File: config.mk
export PLATFORM = sky130hd
export DESIGN_NAME = prs_regbank
export DESIGN_NICKNAME = d
export VERILOG_FILES = /design/src/rtl/prs_pkg.sv /design/src/rtl/prs_regbank.sv
export VERILOG_INCLUDE_DIRS = /design/src /design/src/rtl
export SDC_FILE = /design/constraint.sdc
export NUM_CORES = 1
export LEC_CHECK = 0
export ABC_CLOCK_PERIOD_IN_PS = 16400
export CELL_PAD_IN_SITES_DETAIL_PLACEMENT = 2
export CELL_PAD_IN_SITES_GLOBAL_PLACEMENT = 2
export CORE_UTILIZATION = 44
export CTS_CLUSTER_DIAMETER = 200
export DETAILED_ROUTE_END_ITERATION = 10
export DONT_BUFFER_PORTS = 1
export PLACE_DENSITY = 0.95
export SLEW_MARGIN = 20
export SYNTH_ARGS = -nofsm -noshare
export SYNTH_HDL_FRONTEND = slang
export SYNTH_SLANG_ARGS = --single-unit
File: constraint.sdc
create_clock -name clk -period 16.4 [get_ports clk]
set_clock_uncertainty 0.1 [all_clocks]
set_input_delay 0.82 -clock clk [delete_from_list [all_inputs] [get_ports clk]]
set_output_delay 0.82 -clock clk [all_outputs]
set_load 0.03 [all_outputs]
File: src/rtl/prs_params.svh
// constants of the pressure sensor register bank
// assumes the serial front end hands over decoded register accesses
// Overview of operation
// RULE1 - every register is eight bits with fixed address and power-up default
// RULE2 - a register is selected by a seven-bit address
// RULE3 - host controls the device and reads results through register reads and writes
// RULE4 - host must never write the reserved address ranges
// RULE5 - host should leave the boot-loaded calibration registers unchanged
// RULE6 - calibration registers reload their factory contents at every power-up
// RULE7 - offset 08 holds reference pressure bits 7..0, reset zero
// RULE8 - offset 09 holds reference pressure bits 15..8, reset zero
// RULE9 - full reference pressure is added to pressure result before output
// RULE10 - offset 0A holds reference pressure bits 23..16, reset zero
// RULE11 - the 24-bit reference pressure is added as signed two's complement
`ifndef PRS_PARAMS_SVH
`define PRS_PARAMS_SVH

`define PRS_ADDR_W          7
`define PRS_DATA_W          8

`define PRS_OFS_REF_LOW     7'h08
`define PRS_OFS_REF_MID     7'h09
`define PRS_OFS_REF_HIGH    7'h0A
`define PRS_OFS_IDENTITY    7'h0F
`define PRS_OFS_AVG_CFG     7'h10
`define PRS_OFS_CTRL_ONE    7'h20
`define PRS_OFS_CTRL_TWO    7'h21
`define PRS_OFS_CTRL_THREE  7'h22
`define PRS_OFS_CTRL_FOUR   7'h23
`define PRS_OFS_INT_CFG     7'h24
`define PRS_OFS_INT_CAUSE   7'h25
`define PRS_OFS_STATUS      7'h27
`define PRS_OFS_POUT_LOW    7'h28
`define PRS_OFS_POUT_MID    7'h29
`define PRS_OFS_POUT_HIGH   7'h2A
`define PRS_OFS_TOUT_LOW    7'h2B
`define PRS_OFS_TOUT_HIGH   7'h2C
`define PRS_OFS_QUEUE_CTRL  7'h2E
`define PRS_OFS_QUEUE_STAT  7'h2F
`define PRS_OFS_THS_LOW     7'h30
`define PRS_OFS_THS_HIGH    7'h31
`define PRS_OFS_OFFSET_LOW  7'h39
`define PRS_OFS_OFFSET_HIGH 7'h3A

`define PRS_RST_ZERO        8'h00
`define PRS_RST_AVG_CFG     8'h05
`define PRS_AVG_CFG_MASK    8'h0F
`define PRS_FACTORY_OFS_LOW 8'h38
`define PRS_FACTORY_OFS_HI  8'h00
// arbitrary neutral identity value
`define PRS_IDENTITY_VALUE  8'hA5

`endif

File: src/rtl/prs_pkg.sv
// types of the pressure sensor register bank
// assumes prs_params.svh supplies the widths
`include "prs_params.svh"

package prs_pkg;

  typedef logic [`PRS_ADDR_W-1:0] prs_addr_t;
  typedef logic [`PRS_DATA_W-1:0] prs_byte_t;
  typedef logic [23:0]            prs_press_t;
  typedef logic [15:0]            prs_temp_t;

  // access class of an address
  typedef enum logic [1:0] {
    PRS_ACC_RW,
    PRS_ACC_RO,
    PRS_ACC_RSVD
  } prs_acc_e;

endpackage

File: src/rtl/prs_regbank.sv
// register bank of the barometric pressure sensor
// assumes a serial front end delivering one-cycle read and write strobes,
// and a measurement path delivering raw results with a strobe
`timescale 1ns/1ps
`default_nettype none
`include "prs_params.svh"

module prs_regbank #(
  parameter prs_pkg::prs_byte_t FACTORY_OFS_LOW = `PRS_FACTORY_OFS_LOW,
  parameter prs_pkg::prs_byte_t FACTORY_OFS_HI  = `PRS_FACTORY_OFS_HI,
  parameter prs_pkg::prs_byte_t IDENTITY        = `PRS_IDENTITY_VALUE
) (
  // clock and reset
  input  wire logic               clk,
  input  wire logic               sys_rst,
  // register access
  input  wire prs_pkg::prs_addr_t reg_addr,
  input  wire logic               reg_wr_en,
  input  wire logic               reg_rd_en,
  input  wire prs_pkg::prs_byte_t reg_wdata,
  output var  prs_pkg::prs_byte_t reg_rdata,
  output var  logic               reg_rvalid,
  // measurement path
  input  wire prs_pkg::prs_press_t raw_press,
  input  wire prs_pkg::prs_temp_t  raw_temp,
  input  wire logic               sample_strobe,
  input  wire prs_pkg::prs_byte_t int_cause_in,
  input  wire prs_pkg::prs_byte_t status_in,
  input  wire prs_pkg::prs_byte_t queue_status_in,
  input  wire logic               boot_req,
  // configuration outputs
  output var  prs_pkg::prs_press_t ref_pressure,
  output var  prs_pkg::prs_byte_t avg_config,
  output var  prs_pkg::prs_byte_t ctrl_one,
  output var  prs_pkg::prs_byte_t ctrl_two,
  output var  prs_pkg::prs_byte_t ctrl_three,
  output var  prs_pkg::prs_byte_t ctrl_four,
  output var  prs_pkg::prs_byte_t int_config,
  output var  prs_pkg::prs_byte_t queue_ctrl,
  output var  prs_pkg::prs_temp_t press_threshold,
  output var  prs_pkg::prs_temp_t press_offset,
  // results
  output var  prs_pkg::prs_press_t press_result,
  output var  prs_pkg::prs_temp_t  temp_result
);
  import prs_pkg::*;

  prs_byte_t  ref_low_bits_r;
  prs_byte_t  ref_middle_bits_r;
  prs_byte_t  ref_high_bits_r;
  prs_byte_t  avg_cfg_r;
  prs_byte_t  ctrl_one_r;
  prs_byte_t  ctrl_two_r;
  prs_byte_t  ctrl_three_r;
  prs_byte_t  ctrl_four_r;
  prs_byte_t  int_cfg_r;
  prs_byte_t  queue_ctrl_r;
  prs_byte_t  ths_low_r;
  prs_byte_t  ths_high_r;
  prs_byte_t  ofs_low_r;
  prs_byte_t  ofs_high_r;
  prs_byte_t  int_cause_r;
  prs_byte_t  status_r;
  prs_byte_t  queue_status_r;
  prs_press_t press_out_r;
  prs_temp_t  temp_out_r;
  prs_byte_t  rdata_r;
  prs_byte_t  rdata_nxt;
  logic       rvalid_r;
  prs_acc_e   acc_class;
  logic       wr_ok;
  prs_press_t press_sum;

  // access class per address
  always_comb
  begin
    unique case (reg_addr) // RULE2
      `PRS_OFS_REF_LOW, `PRS_OFS_REF_MID, `PRS_OFS_REF_HIGH,
      `PRS_OFS_AVG_CFG, `PRS_OFS_CTRL_ONE, `PRS_OFS_CTRL_TWO,
      `PRS_OFS_CTRL_THREE, `PRS_OFS_CTRL_FOUR, `PRS_OFS_INT_CFG,
      `PRS_OFS_QUEUE_CTRL, `PRS_OFS_THS_LOW, `PRS_OFS_THS_HIGH,
      `PRS_OFS_OFFSET_LOW, `PRS_OFS_OFFSET_HIGH:
        acc_class = PRS_ACC_RW;
      `PRS_OFS_IDENTITY, `PRS_OFS_INT_CAUSE, `PRS_OFS_STATUS,
      `PRS_OFS_POUT_LOW, `PRS_OFS_POUT_MID, `PRS_OFS_POUT_HIGH,
      `PRS_OFS_TOUT_LOW, `PRS_OFS_TOUT_HIGH, `PRS_OFS_QUEUE_STAT:
        acc_class = PRS_ACC_RO;
      default:
        acc_class = PRS_ACC_RSVD;
    endcase
  end

  // reserved and read-only addresses swallow writes
  assign wr_ok = reg_wr_en && (acc_class == PRS_ACC_RW); // RULE4

  // reference pressure bytes
  always_ff @(posedge clk or posedge sys_rst)
  begin
    if (sys_rst)
    begin
      ref_low_bits_r    <= `PRS_RST_ZERO; // RULE7
      ref_middle_bits_r <= `PRS_RST_ZERO; // RULE8
      ref_high_bits_r   <= `PRS_RST_ZERO; // RULE10
    end
    else if (wr_ok)
    begin
      if (reg_addr == `PRS_OFS_REF_LOW)
        ref_low_bits_r <= reg_wdata; // RULE7
      if (reg_addr == `PRS_OFS_REF_MID)
        ref_middle_bits_r <= reg_wdata; // RULE8
      if (reg_addr == `PRS_OFS_REF_HIGH)
        ref_high_bits_r <= reg_wdata; // RULE10
    end
  end

  // configuration and control bytes
  always_ff @(posedge clk or posedge sys_rst)
  begin
    if (sys_rst)
    begin
      avg_cfg_r    <= `PRS_RST_AVG_CFG; // RULE1
      ctrl_one_r   <= `PRS_RST_ZERO;
      ctrl_two_r   <= `PRS_RST_ZERO;
      ctrl_three_r <= `PRS_RST_ZERO;
      ctrl_four_r  <= `PRS_RST_ZERO;
      int_cfg_r    <= `PRS_RST_ZERO;
      queue_ctrl_r <= `PRS_RST_ZERO;
      ths_low_r    <= `PRS_RST_ZERO;
      ths_high_r   <= `PRS_RST_ZERO;
    end
    else if (wr_ok)
    begin
      unique case (reg_addr) // RULE3
        `PRS_OFS_AVG_CFG:    avg_cfg_r    <= reg_wdata & `PRS_AVG_CFG_MASK;
        `PRS_OFS_CTRL_ONE:   ctrl_one_r   <= reg_wdata;
        `PRS_OFS_CTRL_TWO:   ctrl_two_r   <= reg_wdata;
        `PRS_OFS_CTRL_THREE: ctrl_three_r <= reg_wdata;
        `PRS_OFS_CTRL_FOUR:  ctrl_four_r  <= reg_wdata;
        `PRS_OFS_INT_CFG:    int_cfg_r    <= reg_wdata;
        `PRS_OFS_QUEUE_CTRL: queue_ctrl_r <= reg_wdata;
        `PRS_OFS_THS_LOW:    ths_low_r    <= reg_wdata;
        `PRS_OFS_THS_HIGH:   ths_high_r   <= reg_wdata;
        default:             ;
      endcase
    end
  end

  // calibration bytes, restored at power-up and by boot request
  always_ff @(posedge clk or posedge sys_rst)
  begin
    if (sys_rst)
    begin
      ofs_low_r  <= FACTORY_OFS_LOW; // RULE6
      ofs_high_r <= FACTORY_OFS_HI; // RULE6
    end
    else if (boot_req)
    begin
      ofs_low_r  <= FACTORY_OFS_LOW; // RULE6
      ofs_high_r <= FACTORY_OFS_HI;
    end
    else if (wr_ok)
    begin
      // host is expected to leave these alone
      if (reg_addr == `PRS_OFS_OFFSET_LOW)
        ofs_low_r <= reg_wdata; // RULE5
      if (reg_addr == `PRS_OFS_OFFSET_HIGH)
        ofs_high_r <= reg_wdata;
    end
  end

  // status bytes mirrored from the measurement path
  always_ff @(posedge clk or posedge sys_rst)
  begin
    if (sys_rst)
    begin
      int_cause_r    <= `PRS_RST_ZERO;
      status_r       <= `PRS_RST_ZERO;
      queue_status_r <= `PRS_RST_ZERO;
    end
    else
    begin
      int_cause_r    <= int_cause_in;
      status_r       <= status_in;
      queue_status_r <= queue_status_in;
    end
  end

  // signed reference added to the raw pressure, wraps at 24 bits
  assign press_sum = 24'(signed'(raw_press) + signed'({ref_high_bits_r, ref_middle_bits_r, ref_low_bits_r})); // RULE9 RULE11

  always_ff @(posedge clk or posedge sys_rst)
  begin
    if (sys_rst)
    begin
      press_out_r <= 24'h000000;
      temp_out_r  <= 16'h0000;
    end
    else if (sample_strobe)
    begin
      press_out_r <= press_sum; // RULE9
      temp_out_r  <= raw_temp;
    end
  end

  // read mux, reserved addresses read zero
  always_comb
  begin
    rdata_nxt = `PRS_RST_ZERO;
    unique case (reg_addr)
      `PRS_OFS_REF_LOW:     rdata_nxt = ref_low_bits_r;
      `PRS_OFS_REF_MID:     rdata_nxt = ref_middle_bits_r;
      `PRS_OFS_REF_HIGH:    rdata_nxt = ref_high_bits_r;
      `PRS_OFS_IDENTITY:    rdata_nxt = IDENTITY;
      `PRS_OFS_AVG_CFG:     rdata_nxt = avg_cfg_r;
      `PRS_OFS_CTRL_ONE:    rdata_nxt = ctrl_one_r;
      `PRS_OFS_CTRL_TWO:    rdata_nxt = ctrl_two_r;
      `PRS_OFS_CTRL_THREE:  rdata_nxt = ctrl_three_r;
      `PRS_OFS_CTRL_FOUR:   rdata_nxt = ctrl_four_r;
      `PRS_OFS_INT_CFG:     rdata_nxt = int_cfg_r;
      `PRS_OFS_INT_CAUSE:   rdata_nxt = int_cause_r;
      `PRS_OFS_STATUS:      rdata_nxt = status_r;
      `PRS_OFS_POUT_LOW:    rdata_nxt = press_out_r[7:0];
      `PRS_OFS_POUT_MID:    rdata_nxt = press_out_r[15:8];
      `PRS_OFS_POUT_HIGH:   rdata_nxt = press_out_r[23:16];
      `PRS_OFS_TOUT_LOW:    rdata_nxt = temp_out_r[7:0];
      `PRS_OFS_TOUT_HIGH:   rdata_nxt = temp_out_r[15:8];
      `PRS_OFS_QUEUE_CTRL:  rdata_nxt = queue_ctrl_r;
      `PRS_OFS_QUEUE_STAT:  rdata_nxt = queue_status_r;
      `PRS_OFS_THS_LOW:     rdata_nxt = ths_low_r;
      `PRS_OFS_THS_HIGH:    rdata_nxt = ths_high_r;
      `PRS_OFS_OFFSET_LOW:  rdata_nxt = ofs_low_r;
      `PRS_OFS_OFFSET_HIGH: rdata_nxt = ofs_high_r;
      default:              rdata_nxt = `PRS_RST_ZERO;
    endcase
  end

  always_ff @(posedge clk or posedge sys_rst)
  begin
    if (sys_rst)
    begin
      rdata_r  <= `PRS_RST_ZERO;
      rvalid_r <= 1'b0;
    end
    else
    begin
      rvalid_r <= reg_rd_en;
      if (reg_rd_en)
        rdata_r <= rdata_nxt; // RULE3
    end
  end

  // outputs
  assign reg_rdata       = rdata_r;
  assign reg_rvalid      = rvalid_r;
  assign ref_pressure    = {ref_high_bits_r, ref_middle_bits_r, ref_low_bits_r};
  assign avg_config      = avg_cfg_r;
  assign ctrl_one        = ctrl_one_r;
  assign ctrl_two        = ctrl_two_r;
  assign ctrl_three      = ctrl_three_r;
  assign ctrl_four       = ctrl_four_r;
  assign int_config      = int_cfg_r;
  assign queue_ctrl      = queue_ctrl_r;
  assign press_threshold = {ths_high_r, ths_low_r};
  assign press_offset    = {ofs_high_r, ofs_low_r};
  assign press_result    = press_out_r;
  assign temp_result     = temp_out_r;
endmodule // prs_regbank

`default_nettype wire

After elaboration in Yosys (flattened, before gate mapping)
Memories as Yosys holds them, arrays and structs flattened.
Cells that the tools add are included.
{ "word_totals": {"elab_cells": 73, "romBits": 128, "ram_bits": 0, "latch_bits": 0, "input_bits": 85, "memories": 1, "regBits": 181, "output_inout_bits": 161} }
{ "memory_table": {"columns": ["name", "depth", "width", "rd", "rd_clocked_by_memory_dff", "wr", "line_no", "rtl"], "rows": [
  ["(no name shown)", 64, 2, 1, 0, 0, "prs_regbank.sv:77", "unique case (reg_addr)"]
]} }
{ "op_classes": {"addsub": 1, "multipliers": 0, "eq_ne": 23, "reduce_logical": 19, "bitwise": 0, "n_lt_le_gt_ge": 0, "mux": 8, "div": 0, "shifts": 0} }
{ "ops": {"columns": ["operator", "n"], "rows": [
  ["$pmux 8 s23", 1],
  ["$eq 7x6->1 const B", 18],
  ["$mux 8", 6],
  ["$eq 7x4->1 const B", 4],
  ["$reduce_and 2->1", 14],
  ["$add 24x24->24", 1],
  ["$eq 7x5->1 const B", 1],
  ["$reduce_bool 2->1", 3],
  ["$logic_not 2->1", 1],
  ["$mux 2", 1],
  ["$logic_and 1x1->1", 1]
]} }

Depth between registers and ports, before layout
Gate-level depths: netlist (run 1).
An unclocked memory read counts as a cell.
{ "depth": {"depth_word": 6, "ltp_mapped": 10, "mapped_depth_nobuf": 8} }

Worst setup path after synthesis (run 1)
OpenSTA, ideal clock, no wires.
{ "synth_path": {"kind": "input port to flip-flop", "startpoint": "input reg_addr[0]", "endpoint": "register ctrl_three_r[0] (netlist: ctrl_three[0])", "n_path_buf": 1, "setup_slack_ps": 13540, "t_arrival_ps": 2635, "setup_time_ps": 125, "stages": 8, "required_time_ps": 16175, "cell_sequence": "inv_1 -> ha_1 -> nor2b_1 -> o311a_1 -> nor4_4 -> and3_1 -> buf_4 -> mux2_2"} }
{ "synth_via": {"elab_chain_len": 5, "elab_cells_between_ends": 6, "cone_classes": "eq/ne: 1; mux: 1; reduce/logical: 3; memory: 1"} }
{ "synth_rtl": {"columns": ["element", "line_no", "rtl"], "rows": [
  ["from (decl)", "prs_regbank.sv:17", "input wire prs_pkg::prs_addr_t reg_addr,"],
  ["$mem_v2 64x2", null, null],
  ["$mux 2", "prs_regbank.sv:77", null],
  ["$logic_not 2->1", "prs_regbank.sv:94", "assign wr_ok = reg_wr_en && (acc_class == PRS_ACC_RW);"],
  ["$logic_and 1x1->1", "prs_regbank.sv:94", null],
  ["$reduce_and 2->1 (no source line) *", null, null],
  ["to (signal assigned)", "prs_regbank.sv:124", "ctrl_three_r <= `PRS_RST_ZERO;"],
  ["to (signal assigned)", "prs_regbank.sv:137", "`PRS_OFS_CTRL_THREE: ctrl_three_r <= reg_wdata;"],
  ["to (decl)", "prs_regbank.sv:54", "prs_byte_t ctrl_three_r;"]
]} }
Mark *: on every way between the ends. The rest lies on a longest branch, timed or not.
A chain may end at the register's enable or synchronous reset.

Worst setup path after layout (run 1)
{ "layout_path": {"startpoint": "register ref_middle_bits_r[1]", "endpoint": "register press_out_r[23] (netlist: press_result[23])"} }
{ "layout_via": {"elab_chain_len": 1} }
{ "layout_rtl": {"columns": ["element", "line_no", "rtl"], "rows": [
  ["from (decl)", "prs_regbank.sv:49", "prs_byte_t ref_middle_bits_r;"],
  ["from (signal assigned)", "prs_regbank.sv:102", "ref_middle_bits_r <= `PRS_RST_ZERO;"],
  ["from (signal assigned)", "prs_regbank.sv:110", "ref_middle_bits_r <= reg_wdata;"],
  ["$add 24x24->24", "prs_regbank.sv:189", "assign press_sum = 24'(signed'(raw_press) + signed'({ref_high_bits_r, ref_middle_bits_r, ref_low_bits_r}));"],
  ["to (signal assigned)", "prs_regbank.sv:200", "press_out_r <= press_sum;"],
  ["to (decl)", "prs_regbank.sv:65", "prs_press_t press_out_r;"]
]} }
No other way between the ends.

==> results of run 1 <==
## final cells by class
type | instances | area (µm²)
diodes | 2 | 5.00
clock buffers | 18 | 439
clock inverters | 14 | 178
fillers | 2034 | 10900
inverters | 9 | 38.8
multi-input cells | 575 | 4810
flip-flops and latches | 181 | 4540
well taps | 275 | 344
repair buffers | 6 | 52.6
## synth_stat cells, types with 11 or more instances
| library cell | number |
|---|---|
| a21oi_1 | 36 |
| a22oi_1 | 51 |
| a32oi_1 | 16 |
| and2_1 | 21 |
| and3_1 | 29 |
| buf_2 | 15 |
| buf_4 | 11 |
| clkbuf_1 | 28 |
| dfrtp_1 | 176 |
| ha_1 | 28 |
| mux2_2 | 78 |
| mux2_4 | 40 |
| nand2_1 | 31 |
| nand3_1 | 22 |
| nand4_1 | 13 |
| nor2_1 | 32 |
| nor3_1 | 12 |
| o21ai_0 | 11 |
## critical path: cells and delay by family (launching register included)
family / cells / cell delay [ns]
flip-flops: 1 / 0.58
AO/OA/AOI/OAI: 2 / 1.38
adder cells (fa/ha/maj): 1 / 0.52
AND/OR/NAND/NOR: 4 / 0.78
## routing by layer
layer,share of wire (%),routed length [µm]
met5,0,0
met4,8.1,3700
met3,13,6040
met2,44,20200
met1,35,15900
## kinds of logic after synthesis
logic type                 synth area share (%)
and+or+nand+nor                            13.2
adders and majority gates                  3.83
AOI/OAI and AO/OA                          15.2
xor gates and xnor gates                   1.18
buffers and inverters                      3.55
muxes                                      16.0
other                                    0.0388
DFF                                        46.9
## power by group
part	switching, mW	internal [mW]	total [mW]
logic	0.0476	0.0280	0.0757
registers	0.0613	0.464	0.525
clock network	0.225	0.225	0.450
## worst max path at each step
stage                          from                to  slack (ns)  depth (start not counted)
4_1_cts        ref_middle_bits_r[1]  press_result[23]       13.07                          7
3_5_place_dp            reg_addr[0]      reg_rdata[3]       12.83                          8
2_1_floorplan               sys_rst     avg_config[1]       10.57                          1
3_3_place_gp            reg_addr[0]      reg_rdata[4]       12.93                          8
6_report       ref_middle_bits_r[1]  press_result[23]       12.91                          7
5_1_grt           ref_low_bits_r[6]  press_result[19]       12.83                          6
## metrics by stage
stage	power, mW	area [µm²]	cells
2_1_floorplan	0.574	9680	825
3_3_place_gp	0.595	9770	1045
3_5_place_dp	0.601	9770	1045
4_1_cts	1.05	10400	1077
5_1_grt	1.07	10400	1078
6_report	1.05	10400	1080
==> results.ini, run 1 <==
[clock_network]
clkTransAtPathRegs_ns=0.09
cts_resized=0
clock-sinks=181
clock-root-buffer=clkbuf_16
cts_tree=yes
cts_hold_buf=0
post-cts-setup-buffers=0
clock_latency_ns=0.47
cts.path.max_buffers=2
cts_max_level=4
cts_buffers=17

[worst_hold_path]
worstHoldStart=reg_rd_en
hold_end=reg_rvalid
worstHoldPathCells=0
hold_path.class=input pin to flip-flop

[layout]
areaGrowthSynthToFinish_pct=7.66
largest_reg_flops=24
final_util_pct=48.9
final_cell_mix=dfrtp_1, mux2_2, a22oi_1, mux2_4, a21oi_1
fin_nets=904
final_layout_size_suffix_gt1_share_pct=22.8
mostFrequentLayoutCell=dfrtp_1

[route]
wl_um=45800
firstDrtPassIters=5
vias=8246
remaining_drc_errors=0
via_per_inst=7.64
drt_iter0_drc=840
ant_nets=0
wl_per_cell_um=42.4

[timing]
setup_viol=0
fin_tns_setup_ns=0
period_share_pct=21.3
whs_ns=0.269
finalHoldViolCount=0
maxSlewViolCount=0
worst_slew_pin_slew_ns=1.26
min_period_ns=3.49
timing.fmax_mhz=286
grt_setup_unrepaired=no
slew_headroom_pct=15.9
finalWorstSetupSlack_ns=12.91

[placement]
place_ws_ns=12.83
routabilityCongestion=0.916
io_buffers=0
place_hpwl_um=29800

[synth]
synthCells=822
synthDistinctLibCells=81
synth_seq_area_share_pct=46.9
async_reset_ff_share_pct=100
synth_top_area_share_pct=45.6
ys_warn_count=0
synth_area_mm2=0.00967
synth_area_leaders=dfrtp_1, mux2_2, mux2_4, a22oi_1, ha_1
syn_avg_cell_area_um2=11.8
synth_top_flop_cell=dfrtp_1
synth_edf_count=0
yosysTopAreaCell=dfrtp_1
ys_ff_latch=181

[die]
coreArea_mm2=0.0213
die_area_mm2=0.0226
rows=53
fp.dieH_um=150
start_util_pct=45.4
die_w_um=150
ios=246

[outcome]
status=finished clean

[global_routing]
antenna_found_initial=3
busiest_layer=met2
use_met3_pct=18.3
met1_usage_pct=47.4
grt_pass1_wl_um=65900
grt_max_degree=105
globalRouteOverflowTotal=0
grt_usage_pct=41.9
gr-usage-met2_pct=62.1
grt_pass1_vias=8887

[setup_path]
crit_path_max_fanout=6
crit_path_start_kind=flip-flop
cpMaxStageDelayCell=a2111oi_0
reg2reg_from=ref_middle_bits_r[1]
required_ns=16.64
rr_worst_depth=7
cp.arrival_ns=3.73
cp-end-kind=flip-flop
slowest_delay_ns=0.95
r2r_end=press_result[23]
rrSetupSlack_ns=12.91
critPathKind=flip-flop to flip-flop
path_cells=ha_1 -> and3_1 -> and2_1 -> o21ai_0 -> a2111oi_0 -> nor3_1 -> nand3b_1

[pwr]
power.leakage_nw=4.79
vdd_ir_drop_max_mv=0.0618
p_per_area_mw_per_mm2=101

[run]
maxCapViolations=0

Note: power is estimated with default switching activity, not from simulation.
==> inputs of run 2 (changes only) <==
--- a/config.mk
+++ b/config.mk
@@ -6,14 +6,14 @@
 export SDC_FILE = /design/constraint.sdc
 export NUM_CORES = 1
 export LEC_CHECK = 0
-export ABC_CLOCK_PERIOD_IN_PS = 16400
+export ABC_CLOCK_PERIOD_IN_PS = 3250
 export CELL_PAD_IN_SITES_DETAIL_PLACEMENT = 2
 export CELL_PAD_IN_SITES_GLOBAL_PLACEMENT = 2
-export CORE_UTILIZATION = 44
+export CORE_UTILIZATION = 41
 export CTS_CLUSTER_DIAMETER = 200
 export DETAILED_ROUTE_END_ITERATION = 10
 export DONT_BUFFER_PORTS = 1
-export PLACE_DENSITY = 0.95
+export PLACE_DENSITY = 0.91
 export SLEW_MARGIN = 20
 export SYNTH_ARGS = -nofsm -noshare
 export SYNTH_HDL_FRONTEND = slang
==> constraint.sdc (replaced) <==
create_clock -name clk -period 3.25 [get_ports clk]
set_clock_uncertainty 0.1 [all_clocks]
set_input_delay 0.1625 -clock clk [delete_from_list [all_inputs] [get_ports clk]]
set_output_delay 0.1625 -clock clk [all_outputs]
set_load 0.03 [all_outputs]
==> run 2 against run 1 <==
  * Routed wire length increased by 7.5%
  * The flow now finishes with violations (hold timing)
  * Worst setup slack got worse by 13 ns
  * Clock power rose to 5.1 times the previous value
  * Sequential power grew to 5.0 times the previous value
  * Total power grew to 5.2 times the previous value
  * Global-route usage is 0.11 points lower
  * Flip-flop and latch count unchanged
  * Maximum frequency grew 11%
  * Register-to-register slack got worse by 13 ns
  * Design area increased by 7.9%
  * Via count increased by 5.4%
  * Clock-buffer cell count up 1
==> results.ini, run 2 (synthesis gave the netlist of run 1 again) <==
[outcome]
status=complete, but fails checks
violations=hold timing

[setup_path]
cp.arrival_ns=3.38
required_ns=3.48
crit_buf_inv=0
crit_path_start_kind=flip-flop
path_cells=ha_1 -> fa_1 -> a21o_1 -> nand4_1 -> a21o_1 -> a31o_2 -> o2111a_1 -> or3_1
crit_path_max_fanout=5
critPathKind=flip-flop to flip-flop
cp-end-kind=flip-flop
cp_top_family=compound AO/OA/AOI/OAI gates
cpMaxStageDelayCell=dfrtp_1
cpMostUsedCell=a21o_1
slowest_delay_ns=0.68

[timing]
period_share_pct=96.7
min_period_ns=3.14
worst_slew_pin_slew_ns=1.09
slew_headroom_pct=27.2
finalWorstSetupSlack_ns=0.106
fin_tns_setup_ns=0
maxSlewViolCount=0
finalHoldViolCount=2
setup_viol=0
timing.fmax_mhz=318
whs_ns=-0.00390
grt_setup_unrepaired=no

[pwr]
seqPwrFrac_pct=48.5
intPower_mw=3.68
p_per_area_mw_per_mm2=484
clkPwrFrac_pct=41.8
sw_frac_of_total_pct=32.3
p_switching_mw=1.76
vdd_ir_drop_max_mv=0.450
power.leakage_nw=5.15
combPwrFrac_pct=9.7

[layout]
mostFrequentLayoutCell=dfrtp_1
final_cell_mix=dfrtp_1, mux2_2, dlygate4sd3_1, a22oi_1, mux2_4
fin_nets=985
final_layout_size_suffix_gt1_share_pct=23.5
areaGrowthSynthToFinish_pct=16.1
largest_reg_flops=24

[global_routing]
grt_pass1_wl_um=70900
globalRouteOverflowTotal=0
grt_max_degree=55
grt_pass1_vias=9460
grt_usage_pct=41.8
antenna_found_initial=9

[route]
ant_nets=0
wl_per_cell_um=40.9
drt_iter0_drc=739
via_per_inst=7.22
remaining_drc_errors=0
firstDrtPassIters=5
vias=8688
wl_um=49300

[placement]
place_ws_ns=0.314
routabilityCongestion=0.953
io_buffers=0
place_hpwl_um=30900

[clock_network]
cts_max_level=4
post-cts-setup-buffers=0
cts.path.max_buffers=2
clock_latency_ns=0.47
cts_buffers=17
cts_resized=0
clock-root-buffer=clkbuf_16
cts_hold_buf=57
clock-sinks=181
clkTransAtPathRegs_ns=0.08
cts_tree=yes

[die]
fp.dieH_um=156
coreArea_mm2=0.0228
start_util_pct=42.3
die_area_mm2=0.0242
rows=55
ios=246
die_w_um=156

[worst_hold_path]
hold_path.class=input pin to flip-flop

[run]
maxCapViolations=0

run 2: changes by cell type in the layout (fill, tap and decap cells not counted), sizes merged:
cell	before	now
clkinv	6	5
diode	2	6
buf	6	31
dlygate4sd3	0	56
clkbuf	18	19
inv	16	13
clkinvlp	0	3
run 2: layout make-up:
type | count | area (µm²)
inverters | 9 | 37.5
clock inverters | 13 | 160
flip-flops and latches | 181 | 4540
fillers | 2237 | 11600
clock buffers | 19 | 453
repair buffers | 87 | 818
multi-input cells | 575 | 4810
diodes | 6 | 15.0
well taps | 313 | 392
run 2: per-layer routing:
| metal | track usage [%] | share of wire (%) | routed length [µm] |
|---|---|---|---|
| met1 | 45.1 | 34 | 16700 |
| met2 | 64.7 | 45 | 22300 |
| met3 | 18.3 | 12 | 6100 |
| met4 | 31.8 | 8.2 | 4060 |
| met5 | 0 | 0.053 | 26 |
run 2: worst register-to-register path, stage by stage (launching register included):
cell and delay [ns]:
dfrtp_1 0.68, ha_1 0.34, fa_1 0.26, a21o_1 0.16
nand4_1 0.21, a21o_1 0.32, a31o_2 0.28, o2111a_1 0.26
or3_1 0.41
run 2: final timing paths:
| kind | slack (ns) | start | end | cells after the start |
|---|---|---|---|---|
| max in group asynchronous | 1.80 | sys_rst | press_result[7] | 3 |
| worst max register to register | 0.11 | ref_low_bits_r[0] | press_result[20] | 8 |
| worst min-delay path | -0.004 | raw_press[22] | press_result[22] | 2 |
| worst min register to register | 0.62 | queue_status_r[7] | reg_rdata[7] | 4 |
| min in group asynchronous | 0.21 | sys_rst | int_cause_r[0] | 2 |
| worst max-delay path | 0.11 | ref_low_bits_r[0] | press_result[20] | 8 |
run 2: power by group through the flow:
| stage | clock network (mW) | registers, mW | logic (mW) |
|---|---|---|---|
| final | 2.28 | 2.64 | 0.525 |
| after global routing | 2.32 | 2.64 | 0.549 |
| after CTS | 2.22 | 2.62 | 0.497 |
| after detailed placement | 0 | 2.67 | 0.383 |
| after global placement | 0 | 2.66 | 0.357 |
| after floorplan | 0 | 2.60 | 0.295 |
run 2: metrics by stage:
step | cells | instance area [µm²] | power [mW] | hold slack (ns) | util (%)
4_1_cts | 1197 | 11200 | 5.34 | 0.00707 | 49.1
5_1_grt | 1200 | 11200 | 5.51 | 0.0395 | 49.1
2_1_floorplan | 825 | 9680 | 2.90 | 0.0939 | -
3_5_place_dp | 1108 | 10000 | 3.05 | 0.0914 | 43.8
6_report | 1203 | 11200 | 5.44 | -0.00390 | 49.1
3_3_place_gp | 1108 | 10000 | 3.02 | 0.0929 | 43.8
